### config.mk
export PLATFORM = sky130hd
export DESIGN_NAME = multi_string_fp_ls_agen
export DESIGN_NICKNAME = d
export VERILOG_FILES = /design/src/hw/lsu_pkg.sv /design/src/hw/ea_adder.sv /design/src/hw/multi_string_fp_ls_agen.sv
export VERILOG_INCLUDE_DIRS = /design/src /design/src/hw
export SDC_FILE = /design/constraint.sdc
export NUM_CORES = 1
export LEC_CHECK = 0
export ABC_AREA = 0
export BUFFER_PORTS_ARGS = -buffer_cell sky130_fd_sc_hd__buf_4
export CORE_MARGIN = 10
export CORE_UTILIZATION = 30
export DETAILED_ROUTE_END_ITERATION = 16
export GPL_TIMING_DRIVEN = 0
export SKIP_CTS_REPAIR_TIMING = 1
export SLEW_MARGIN = 20
export SYNTH_ARGS = -nofsm -noshare
export SYNTH_HDL_FRONTEND = slang
export SYNTH_HIERARCHICAL = 1
export SYNTH_SLANG_ARGS = --single-unit
### constraint.sdc
create_clock -name clk_sys -period 13.1 [get_ports clk_sys]
set_input_delay 0.655 -clock clk_sys [delete_from_list [all_inputs] [get_ports clk_sys]]
set_output_delay 0.655 -clock clk_sys [all_outputs]
set_load 0.005 [all_outputs]
### src/hw/lsu_consts.svh
// constants for the multiple, string and fp address-generation unit
// assumes the including file sees lsu_pkg
// Operation
// - multiple: address is base-or-zero plus displacement; moves 32 minus first-register words
// - last register's low byte meets quad word end; misaligned runs slower
// - a translation fault on any access, second page included, ends the transfer
// - load-multiple with base in loaded range, or base zero, is invalid
// - optional alignment exception for multiples under little-endian order
// - string immediate uses base-or-zero; string indexed adds index register
// - strings accept any byte alignment; misaligned costs extra cycles
// - optional alignment exception for strings under little-endian order
// - fp access to a direct-store segment raises alignment, no access
// - fp displacement is sign-extended to 32 bits and added to base
// - fp displacement form with base field zero adds zero
// - fp indexed sums two registers; base field zero contributes zero
// - fp update form with base field zero is invalid
// - fp encoding with condition record bit set is invalid
// - store denormalization ignores the underflow enable bit
`ifndef LSU_CONSTS_SVH
`define LSU_CONSTS_SVH
`define MW_REG_COUNT      6'h20
`define STR_NB_ZERO_COUNT 8'h20
`define WORD_BYTES        8'h04
`define ADDR_RESET        32'h0000_0000
`define WORD_RESET        32'h0000_0000
`endif

### src/hw/lsu_pkg.sv
// types for the multiple, string and fp address-generation unit
// assumes nothing beyond a SystemVerilog compiler
package lsu_pkg;

  typedef enum logic [2:0] {
    OP_LD_MULTI  = 3'h0,
    OP_ST_MULTI  = 3'h1,
    OP_LD_STR_IM = 3'h2,
    OP_LD_STR_IX = 3'h3,
    OP_ST_STR_IM = 3'h4,
    OP_ST_STR_IX = 3'h5,
    OP_FP_DISP   = 3'h6,
    OP_FP_INDEX  = 3'h7
  } op_t;

  typedef enum logic [1:0] {
    OFS_ZERO  = 2'h0,
    OFS_DISP  = 2'h1,
    OFS_INDEX = 2'h2
  } offsel_t;

  typedef enum logic [1:0] {
    ST_IDLE   = 2'h0,
    ST_FETCH  = 2'h1,
    ST_ACCESS = 2'h2
  } state_t;

  typedef struct packed {
    state_t      st;
    logic [31:0] addr;
    logic [4:0]  reg_idx;
    logic [1:0]  bpos;
    logic [7:0]  remain;
    logic [31:0] word;
    logic        load;
    logic        req;
    logic        we;
    logic        wsize;
    logic [31:0] maddr;
    logic [31:0] wdata;
    logic        gwr;
    logic [4:0]  gidx;
    logic [31:0] gdata;
    logic [4:0]  rd_idx;
    logic        done;
    logic        e_align;
    logic        e_inv;
    logic        e_dsi;
    logic [31:0] ea;
    logic        ea_vld;
    logic        denorm;
  } core_t;

endpackage

### src/hw/ea_adder.sv
// effective address adder: base-or-zero plus a selected offset
// assumes operand values come from the core's register read on this cycle
`timescale 1ns/100ps
module ea_adder
(
  input  wire logic [4:0]      base_register_field,
  input  wire logic [31:0]     base_value,
  input  wire logic [31:0]     index_value,
  input  wire logic [15:0]     disp,
  input  wire lsu_pkg::offsel_t sel,
  output logic [31:0]          effective_address
);
  logic [31:0] base_term;
  logic [31:0] ofs_term;

  // base field zero means the value zero, not register zero
  always_comb
  begin
    base_term = (base_register_field == 5'h00) ? 32'h0 : base_value;
    case (sel)
      lsu_pkg::OFS_DISP:  ofs_term = {{16{disp[15]}}, disp};
      lsu_pkg::OFS_INDEX: ofs_term = index_value;
      default:            ofs_term = 32'h0;
    endcase
    effective_address = base_term + ofs_term;
  end
endmodule

### src/hw/multi_string_fp_ls_agen.sv
// load/store multiple, string transfer and fp address generation
// assumes same-clock core: gpr_rd_data follows gpr_rd_idx combinationally,
// memory holds mem_ready high one cycle per accepted access
`timescale 1ns/100ps
`include "lsu_consts.svh"
module multi_string_fp_ls_agen
(
  input  wire logic        clk_sys,
  input  wire logic        rst,
  input  wire logic        cmd_valid,
  input  wire lsu_pkg::op_t cmd_op,
  input  wire logic [4:0]  cmd_first_reg,
  input  wire logic [4:0]  base_register_field,
  input  wire logic [15:0] cmd_disp,
  input  wire logic [4:0]  byte_count_field,
  input  wire logic [6:0]  xer_byte_count,
  input  wire logic [31:0] base_value,
  input  wire logic [31:0] index_value,
  input  wire logic        fp_update,
  input  wire logic        condition_record_bit,
  input  wire logic        little_endian,
  input  wire logic        le_align_trap,
  input  wire logic        direct_store_seg,
  input  wire logic        fp_denorm_needed,
  input  wire logic [31:0] gpr_rd_data,
  input  wire logic        mem_ready,
  input  wire logic        mem_dsi,
  input  wire logic [31:0] mem_rdata,
  output logic             cmd_busy,
  output logic             cmd_done,
  output logic             mem_req,
  output logic             mem_we,
  output logic             mem_word,
  output logic [31:0]      mem_addr,
  output logic [31:0]      mem_wdata,
  output logic [4:0]       gpr_rd_idx,
  output logic             gpr_wr_en,
  output logic [4:0]       gpr_wr_idx,
  output logic [31:0]      gpr_wr_data,
  output logic             exc_alignment,
  output logic             exc_invalid_form,
  output logic             exc_dsi,
  output logic [31:0]      fp_ea,
  output logic             fp_ea_valid,
  output logic             fp_store_denorm
);
  lsu_pkg::core_t   s_r;
  lsu_pkg::core_t   s_nxt;
  lsu_pkg::offsel_t sel;
  logic [31:0]      ea;
  logic             take;
  logic             is_multi;
  logic             is_fp;
  logic             lmw_bad;
  logic [7:0]       count;
  logic [7:0]       step;
  logic [7:0]       left;
  logic             reg_end;

  ea_adder u_ea
  (
    .base_register_field (base_register_field),
    .base_value          (base_value),
    .index_value         (index_value),
    .disp                (cmd_disp),
    .sel                 (sel),
    .effective_address   (ea)
  );

  // decode of the command and its byte count
  always_comb
  begin
    take     = cmd_valid && (s_r.st == lsu_pkg::ST_IDLE);
    is_multi = (cmd_op == lsu_pkg::OP_LD_MULTI) ||
               (cmd_op == lsu_pkg::OP_ST_MULTI);
    is_fp    = (cmd_op == lsu_pkg::OP_FP_DISP) ||
               (cmd_op == lsu_pkg::OP_FP_INDEX);
    lmw_bad  = (cmd_op == lsu_pkg::OP_LD_MULTI) &&
               ((base_register_field >= cmd_first_reg) ||
                (base_register_field == 5'h00));
    case (cmd_op)
      lsu_pkg::OP_LD_MULTI,
      lsu_pkg::OP_ST_MULTI,
      lsu_pkg::OP_FP_DISP:   sel = lsu_pkg::OFS_DISP;
      lsu_pkg::OP_LD_STR_IX,
      lsu_pkg::OP_ST_STR_IX,
      lsu_pkg::OP_FP_INDEX:  sel = lsu_pkg::OFS_INDEX;
      default:               sel = lsu_pkg::OFS_ZERO;
    endcase
    case (cmd_op)
      lsu_pkg::OP_LD_MULTI,
      lsu_pkg::OP_ST_MULTI:
        count = {(`MW_REG_COUNT - {1'b0, cmd_first_reg}), 2'b00};
      lsu_pkg::OP_LD_STR_IM,
      lsu_pkg::OP_ST_STR_IM:
        count = (byte_count_field == 5'h00) ? `STR_NB_ZERO_COUNT
                                            : {3'h0, byte_count_field};
      default:
        count = {1'h0, xer_byte_count};
    endcase
  end

  // next state: one engine moves words at an aligned register start with at least four bytes left, bytes otherwise
  always_comb
  begin
    s_nxt         = s_r;
    s_nxt.done    = 1'b0;
    s_nxt.gwr     = 1'b0;
    s_nxt.e_align = 1'b0;
    s_nxt.e_inv   = 1'b0;
    s_nxt.e_dsi   = 1'b0;
    s_nxt.ea_vld  = 1'b0;
    step          = s_r.wsize ? `WORD_BYTES : 8'h01;
    left          = s_r.remain - step;
    reg_end       = s_r.wsize || (s_r.bpos == 2'h3) || (left == 8'h00);
    case (s_r.st)
      lsu_pkg::ST_IDLE:
      begin
        if (take && is_fp)
        begin
          s_nxt.done = 1'b1;
          s_nxt.ea   = ea;
          if (condition_record_bit || (fp_update &&
              (base_register_field == 5'h00)))
            s_nxt.e_inv = 1'b1;
          else if (direct_store_seg)
            s_nxt.e_align = 1'b1;
          else
          begin
            s_nxt.ea_vld = 1'b1;
            // denormalization never looks at the underflow enable bit
            s_nxt.denorm = fp_denorm_needed;
          end
        end
        else if (take && little_endian && le_align_trap)
        begin
          s_nxt.done    = 1'b1;
          s_nxt.e_align = 1'b1;
        end
        else if (take && lmw_bad)
        begin
          s_nxt.done  = 1'b1;
          s_nxt.e_inv = 1'b1;
        end
        else if (take)
        begin
          s_nxt.addr    = ea;
          s_nxt.reg_idx = cmd_first_reg;
          s_nxt.rd_idx  = cmd_first_reg;
          s_nxt.bpos    = 2'h0;
          s_nxt.remain  = count;
          s_nxt.word    = `WORD_RESET;
          s_nxt.load    = (cmd_op == lsu_pkg::OP_LD_MULTI) ||
                          (cmd_op == lsu_pkg::OP_LD_STR_IM) ||
                          (cmd_op == lsu_pkg::OP_LD_STR_IX);
          if (count == 8'h00)
            s_nxt.done = 1'b1;
          else
            s_nxt.st = s_nxt.load ? lsu_pkg::ST_ACCESS : lsu_pkg::ST_FETCH;
        end
      end
      lsu_pkg::ST_FETCH:
      begin
        s_nxt.word = gpr_rd_data;
        s_nxt.st   = lsu_pkg::ST_ACCESS;
      end
      lsu_pkg::ST_ACCESS:
      begin
        if (!s_r.req)
        begin
          // word access only when aligned; else byte by byte, any alignment
          s_nxt.wsize = (s_r.addr[1:0] == 2'h0) && (s_r.bpos == 2'h0) &&
                        (s_r.remain >= `WORD_BYTES);
          s_nxt.req   = 1'b1;
          s_nxt.we    = !s_r.load;
          s_nxt.maddr = s_r.addr;
          s_nxt.wdata = s_nxt.wsize ? s_r.word
                        : {24'h0, s_r.word[31 - {s_r.bpos, 3'h0} -: 8]};
        end
        else if (mem_ready)
        begin
          s_nxt.req = 1'b0;
          if (mem_dsi)
          begin
            // the fault aborts mid-transfer; the handler restarts it
            s_nxt.e_dsi = 1'b1;
            s_nxt.done  = 1'b1;
            s_nxt.st    = lsu_pkg::ST_IDLE;
          end
          else
          begin
            s_nxt.addr   = s_r.addr + {24'h0, step};
            s_nxt.remain = left;
            s_nxt.bpos   = s_r.wsize ? 2'h0 : s_r.bpos + 2'h1;
            if (s_r.load && !s_r.wsize)
              s_nxt.word[31 - {s_r.bpos, 3'h0} -: 8] = mem_rdata[7:0];
            if (reg_end)
            begin
              s_nxt.bpos    = 2'h0;
              s_nxt.reg_idx = s_r.reg_idx + 5'h01;
              s_nxt.rd_idx  = s_r.reg_idx + 5'h01;
              if (s_r.load)
              begin
                // unfilled low bytes stay zero from the cleared word
                s_nxt.gwr   = 1'b1;
                s_nxt.gidx  = s_r.reg_idx;
                s_nxt.gdata = s_r.wsize ? mem_rdata : s_nxt.word;
                s_nxt.word  = `WORD_RESET;
              end
              else if (left != 8'h00)
                s_nxt.st = lsu_pkg::ST_FETCH;
            end
            if (left == 8'h00)
            begin
              s_nxt.done = 1'b1;
              s_nxt.st   = lsu_pkg::ST_IDLE;
            end
          end
        end
      end
      default:
        s_nxt.st = lsu_pkg::ST_IDLE;
    endcase
  end

  // all state in one register
  always_ff @(posedge clk_sys)
  begin
    if (rst)
    begin
      s_r       <= '0;
      s_r.st    <= lsu_pkg::ST_IDLE;
      s_r.addr  <= `ADDR_RESET;
    end
    else
      s_r <= s_nxt;
  end

  // outputs straight from the state flops
  assign cmd_busy         = (s_r.st != lsu_pkg::ST_IDLE);
  assign cmd_done         = s_r.done;
  assign mem_req          = s_r.req;
  assign mem_we           = s_r.we;
  assign mem_word         = s_r.wsize;
  assign mem_addr         = s_r.maddr;
  assign mem_wdata        = s_r.wdata;
  assign gpr_rd_idx       = s_r.rd_idx;
  assign gpr_wr_en        = s_r.gwr;
  assign gpr_wr_idx       = s_r.gidx;
  assign gpr_wr_data      = s_r.gdata;
  assign exc_alignment    = s_r.e_align;
  assign exc_invalid_form = s_r.e_inv;
  assign exc_dsi          = s_r.e_dsi;
  assign fp_ea            = s_r.ea;
  assign fp_ea_valid      = s_r.ea_vld;
  assign fp_store_denorm  = s_r.denorm;
endmodule

## Word-level counts from Yosys, hierarchy flattened

Cells that the tools add are included.

- Bits in registers: 230
- Input port bits: 180
- Output and inout port bits: 149
- Logic and storage cells: 176

- $add $sub $neg: 8
- Order comparisons: 2
- Equality and inequality tests: 24
- Shift operators: 3
- Muxes and demuxes: 57
- Bitwise gates (word level): 11
- Reduce and logical (&&, ||, !) cells: 48

Operators by type and width:

| cell | number |
|---|---|
| 2-to-1 mux 82 bit | 4 |
| 2-to-1 mux 32 bit | 6 |
| 2-to-1 mux 81 bit | 2 |
| case mux 32 bit (3 select lines) | 1 |
| case mux 47 bit (2 select lines) | 1 |
| 2-to-1 mux 79 bit | 1 |
| case mux 32 bit (2 select lines) | 1 |
| variable shift 8 x 34 -> 39 bit (first input constant) | 1 |
| variable part select 39 x 33 -> 8 bit | 1 |
| variable part select 8 x 34 -> 39 bit | 1 |
| 2-to-1 mux 38 bit | 1 |
| negation 32 -> 34 bit | 1 |
| adder 32 x 3 -> 32 bit | 1 |
| adder 32 bit | 1 |
| bitwise mux 32 bit | 1 |
| 2-to-1 mux 5 bit | 5 |
| 2-to-1 mux 6 bit | 4 |
| 2-to-1 mux 2 bit | 9 |
| inequality test 2 bit (second input constant) | 9 |
| logical NOT 8 bit | 2 |
| case mux 8 bit (2 select lines) | 1 |
| AND reduction 8 bit | 2 |
| 2-to-1 mux 1 bit | 14 |
| == test 3 bit (second input constant) | 4 |
| 37 further kinds | 79 |

## Longest topological paths before layout

- Word-level depth: 11
- Depth in mapped cells: 21
- Depth with buffers taken out: 18

## Modules after synthesis

Netlist, hierarchy kept.

By module, submodules not included:

| module | instances | cells an instance | area an instance (sq um) | sequential area each (sq um) |
|---|---|---|---|---|
| multi_string_fp_ls_agen | 1 | 1520 | 12105.4 | 4604.4 |
| ea_adder | 1 | 360 | 2317.2 | 0.0 |

## Least setup slack after synthesis

OpenSTA, ideal clock, no wires.

- Path kind: input-to-reg
- Start: input port cmd_op[0]
- End: register s_r[222] (netlist bit)
- Setup time: 0.128 ns
- Data arrival time: 4.447 ns
- Required time: 12.972 ns
- Slack: 8.525 ns
- Stages on the path: 21
- Path buffers: 4
- Cells stage by stage: clkbuf_1 > clkbuf_1 > nand3b_1 > o21ai_0 > ha_1 > clkbuf_1 > clkbuf_1 > a22oi_1 > nor2_1 > ha_1 > fa_1 > a211oi_1 > o21ai_1 > o2111ai_1 > o311ai_1 > a41o_1 > a31oi_1 > xnor2_1 > a32o_1 > a22oi_1 > nor2_1

- Cells in the longest elaborated chain, start to end: 11
- Elaborated cells on any way between the ends: 25
- Those cells by class: add/sub (1); eq/ne (9); mux (7); reduce/logical (8)

RTL lines:

| item | line | text |
|---|---|---|
| start, declared | multi_string_fp_ls_agen.sv:11 | `input wire lsu_pkg::op_t cmd_op,` |
| == test 3 bit (tied with other cells) | multi_string_fp_ls_agen.sv:81 | `case (cmd_op)` |
| OR reduction 3 bit | multi_string_fp_ls_agen.sv:81 |  |
| case mux 2 bit (2 select lines) * | multi_string_fp_ls_agen.sv:81 |  |
| net sel[0] | multi_string_fp_ls_agen.sv:49 | `lsu_pkg::offsel_t sel;` |
| == test 2 bit / == test 2 x 1 -> 1 bit (equally long branches) | ea_adder.sv:20 | `case (sel)` |
| case mux 32 bit (2 select lines) * | ea_adder.sv:20 |  |
| adder 32 bit * | ea_adder.sv:25 | `effective_address = base_term + ofs_term;` |
| net ea[26] | multi_string_fp_ls_agen.sv:50 | `logic [31:0] ea;` |
| 2-to-1 mux 82 bit * | multi_string_fp_ls_agen.sv:145 | `else if (take)` |
| 2-to-1 mux 82 bit * | multi_string_fp_ls_agen.sv:140 | `else if (take && lmw_bad)` |
| 2-to-1 mux 82 bit * | multi_string_fp_ls_agen.sv:135 | `else if (take && little_endian && le_align_trap)` |
| 2-to-1 mux 82 bit * | multi_string_fp_ls_agen.sv:119 | `if (take && is_fp)` |
| case mux 47 bit (2 select lines) * | multi_string_fp_ls_agen.sv:116 | `case (s_r.st)` |
| end signal, assigned | multi_string_fp_ls_agen.sv:236 | `s_r <= s_nxt;` |
| end, declared | multi_string_fp_ls_agen.sv:47 | `lsu_pkg::core_t s_r;` |

Mark *: on every way through the listed nets, which the timed path passes. The rest lies on a longest branch. The select of a mux whose other input is x is not followed.
A chain may end at the register's enable or synchronous reset.

## Final worst setup path

- Start: input port cmd_op[0]
- End: register s_r[227] (netlist bit)

Same word-level chain as after synthesis.

==> results.cfg <==
[status]
outcome = complete, no violations

[cells_and_area]
nets = 2471
syn_to_final_growth_pct = 28.9
nFillCells = 5024
final_area_mm2 = 0.0186
drive_above_1_share_pct = 24.6
stdcell_count = 2872

[setup_path]
crit_family = compound AO/OA/AOI/OAI gates
arrival_ns = 6.10
cp.required_ns = 13.57
cp_common_cell = clkbuf_1
critPathKind = in -> reg
crit_path_cell_trace = clkbuf_1 -> clkbuf_1 -> nor2b_1 -> inv_1 -> ha_1 -> clkbuf_1 -> nand2_4 -> clkbuf_1 -> a21oi_1 -> ha_1 -> clkbuf_1 -> nand2_1 -> o21ai_1 -> a21oi_1 -> o21ai_0 -> nor4_1 -> a211o_1 -> a2111oi_1 -> a22oi_1 -> o32ai_1
cp_max_fo = 10
critPathCaptureType = flop
crit_slowest_cell = a2111oi_1
cp_slowest_stage_delay_ns = 0.76
cp-start-kind = input pin
cp_num_buf_inv = 6

[drt]
wirelength_mm = 61.4
top_layer = met5
wire_per_inst_um = 21.4
drc = 0
wl_met1_mm = 26.6
first_iter_violations = 1493
met2_length_mm = 29.0
first_pass_iters = 7
postRouteAntennaNets = 0
vias = 15300
wl_met3_mm = 4.03
post_drt_via_cell_ratio = 5.33

[global_routing]
grt_pass1_vias = 14900
grt_first_pass_wirelength_mm = 90.3
overflow = 0
grtUsageTotal_pct = 20.3
grt_start_max_net_pins = 15
antenna_found_initial = 2

[placement]
placed_area_mm2 = 0.0177
dp_hpwl_mm = 49.2
gp_congestion = 0.944
io_buffer_count = 326
dp_cells = 2822

[floorplanning]
die_w_um = 239
ios = 329
num_rows = 80
die-area_mm2 = 0.0572
die_h_um = 239
core_area_mm2 = 0.0476
initial_utilization_pct = 30.3

[clock_network]
clock_path_buffers = 3
clkSinkCount = 230
root_buffer = clkbuf_16
worstSkewPairLatency_ns = 0.57
numCtsBuffers = 27
clk_pin_slew_ns = 0.07
htreeDepth = 1
tritoncts = built

[sta]
post-route-period-util_pct = 43.0
slew_headroom_pct = 28.9
tightest_slew_ns = 1.07
fin_skew_ns = 0.0168
drv_slew = 0
hold_violations = 0
timing.fmax_mhz = 178
min_period_ns = 5.63
tns_ns = 0
setup_viol = 0
whs_ns = 0.302
rsz0062_at_grt = no

[power]
leakage_nw = 7.86
vdd_drop_max_mv = 0.102
power_mw = 2.01
p_per_area_mw_per_mm2 = 108

[synthesis]
yosys_warnings = 6
synth_area_leaders = dfxtp_1 (32%), a21oi_1 (8.7%), nand2_1 (8.0%)
avgSynthCellArea_um2 = 7.67
synth_seq_cells = 230
ys.flop_type = dfxtp_1
synth_largest_area_cell = dfxtp_1
synth_fp_nets = 2115
yosysUniqueCellTypes = 88
synth_edf_count = 0
yosysTopAreaCellShare_pct = 31.9
yosysSeqAreaShare_pct = 31.9
synth-async-reset-ratio_pct = 0
syn_area_mm2 = 0.0144
syn-instance-count = 1880

[run]
maxCapViolations = 0

[hold_path]
hold_path.class = in -> reg
## layout make-up
class                      count  area (µm²)  share of cell area, %
tap                          615         769                   4.14
timing repair buffer         327        2460                   13.2
clock buffer                  37         753                   4.05
sequential                   230        4600                   24.8
antenna                        1        2.50                 0.0135
multi-input combinational   1354        8120                   43.7
inverter                      37         139                  0.747
clock inverter                12         183                  0.983
buffer                       259        1560                   8.38
## path summary, 6_finish.rpt
kind	from	to	slack (ns)	depth (start not counted)
setup / recovery	cmd_op[0]	s_r[227]	7.47	20
hold / removal	gpr_rd_data[23]	s_r[172]	0.30	2
setup reg to reg	mem_word	s_r[165]	9.03	12
hold reg to reg	gpr_wr_data[17]	gpr_wr_data[17]	0.45	2
## per-stage QoR
step                      util, %  setup WS, ns
after floorplan                 -          8.53
after global placement       37.0          7.14
after detailed placement     37.0          7.01
after CTS                    39.0          7.57
after global routing         39.0          7.09
final                        39.0          7.47
## sequential cells by signal, indices dropped and copies added (netlist names)
signal and count:
fp_store_denorm 1, mem_addr 32, exc_invalid_form 1, mem_wdata 32, cmd_done 1, mem_req 1
mem_word 1, gpr_wr_en 1, mem_we 1, exc_alignment 1, fp_ea 32, fp_ea_valid 1
gpr_wr_idx 5, gpr_rd_idx 5, exc_dsi 1, s_r 82, gpr_wr_data 32
## power by group
part | total (mW) | switching [mW] | internal (mW)
clock | 0.807 | 0.324 | 0.483
combinational | 0.445 | 0.271 | 0.174
sequential | 0.754 | 0.0279 | 0.726
total | 2.01 | 0.623 | 1.38
## cell usage in the layout, fill, tap and decap left out, types with 16 or more instances in the layout
cell type,Yosys,final
a221o_1,33,33
nor3_1,27,27
xor2_1,17,17
nand2_1,308,308
inv_1,37,37
a221oi_1,16,16
a31oi_1,17,17
nor2_1,133,133
nor2b_1,41,41
clkbuf_1,98,104
o211ai_1,28,28
a211oi_1,31,31
o21ai_0,50,50
clkbuf_16,0,27
xnor2_1,25,25
dfxtp_1,230,230
a21oi_1,251,251
nand3_1,54,54
ha_1,54,54
a21o_1,17,17
buf_4,142,468
and3_1,36,36
a22oi_1,31,31
## synth_stat cells, drive strengths merged, types with 5 or more instances
master	n
a2111oi	5
a211oi	32
a21o	18
a21oi	252
a221o	33
a221oi	16
a22oi	31
a2bb2oi	5
a31oi	17
and2	11
and3	36
buf	161
clkbuf	98
dfxtp	230
ha	54
inv	37
mux2i	11
mux4	8
nand2	311
nand2b	5
nand3	54
nand4	11
nor2	134
nor2b	41
nor3	29
nor4	11
o211ai	28
o21a	8
o21ai	60
o21bai	6
o32ai	6
or3	10
xnor2	25
xor2	17
## cells by family after synthesis
logic type | synth area share, %
adder cells (fa/ha/maj) | 4.89
flip-flops | 31.9
multiplexers | 2.01
AND/OR/NAND/NOR | 21.5
XOR/XNOR | 2.55
AO/OA/AOI/OAI | 25.3
buffers and inverters | 11.8
## metal layers
metal  track usage [%]  up-vias
met5                 0        -
met4              6.71        2
met3              3.22       97
met2              33.7      607
met1              26.2     7303
li1                  -     7295
No activity file was read; power rests on OpenSTA's default activity.
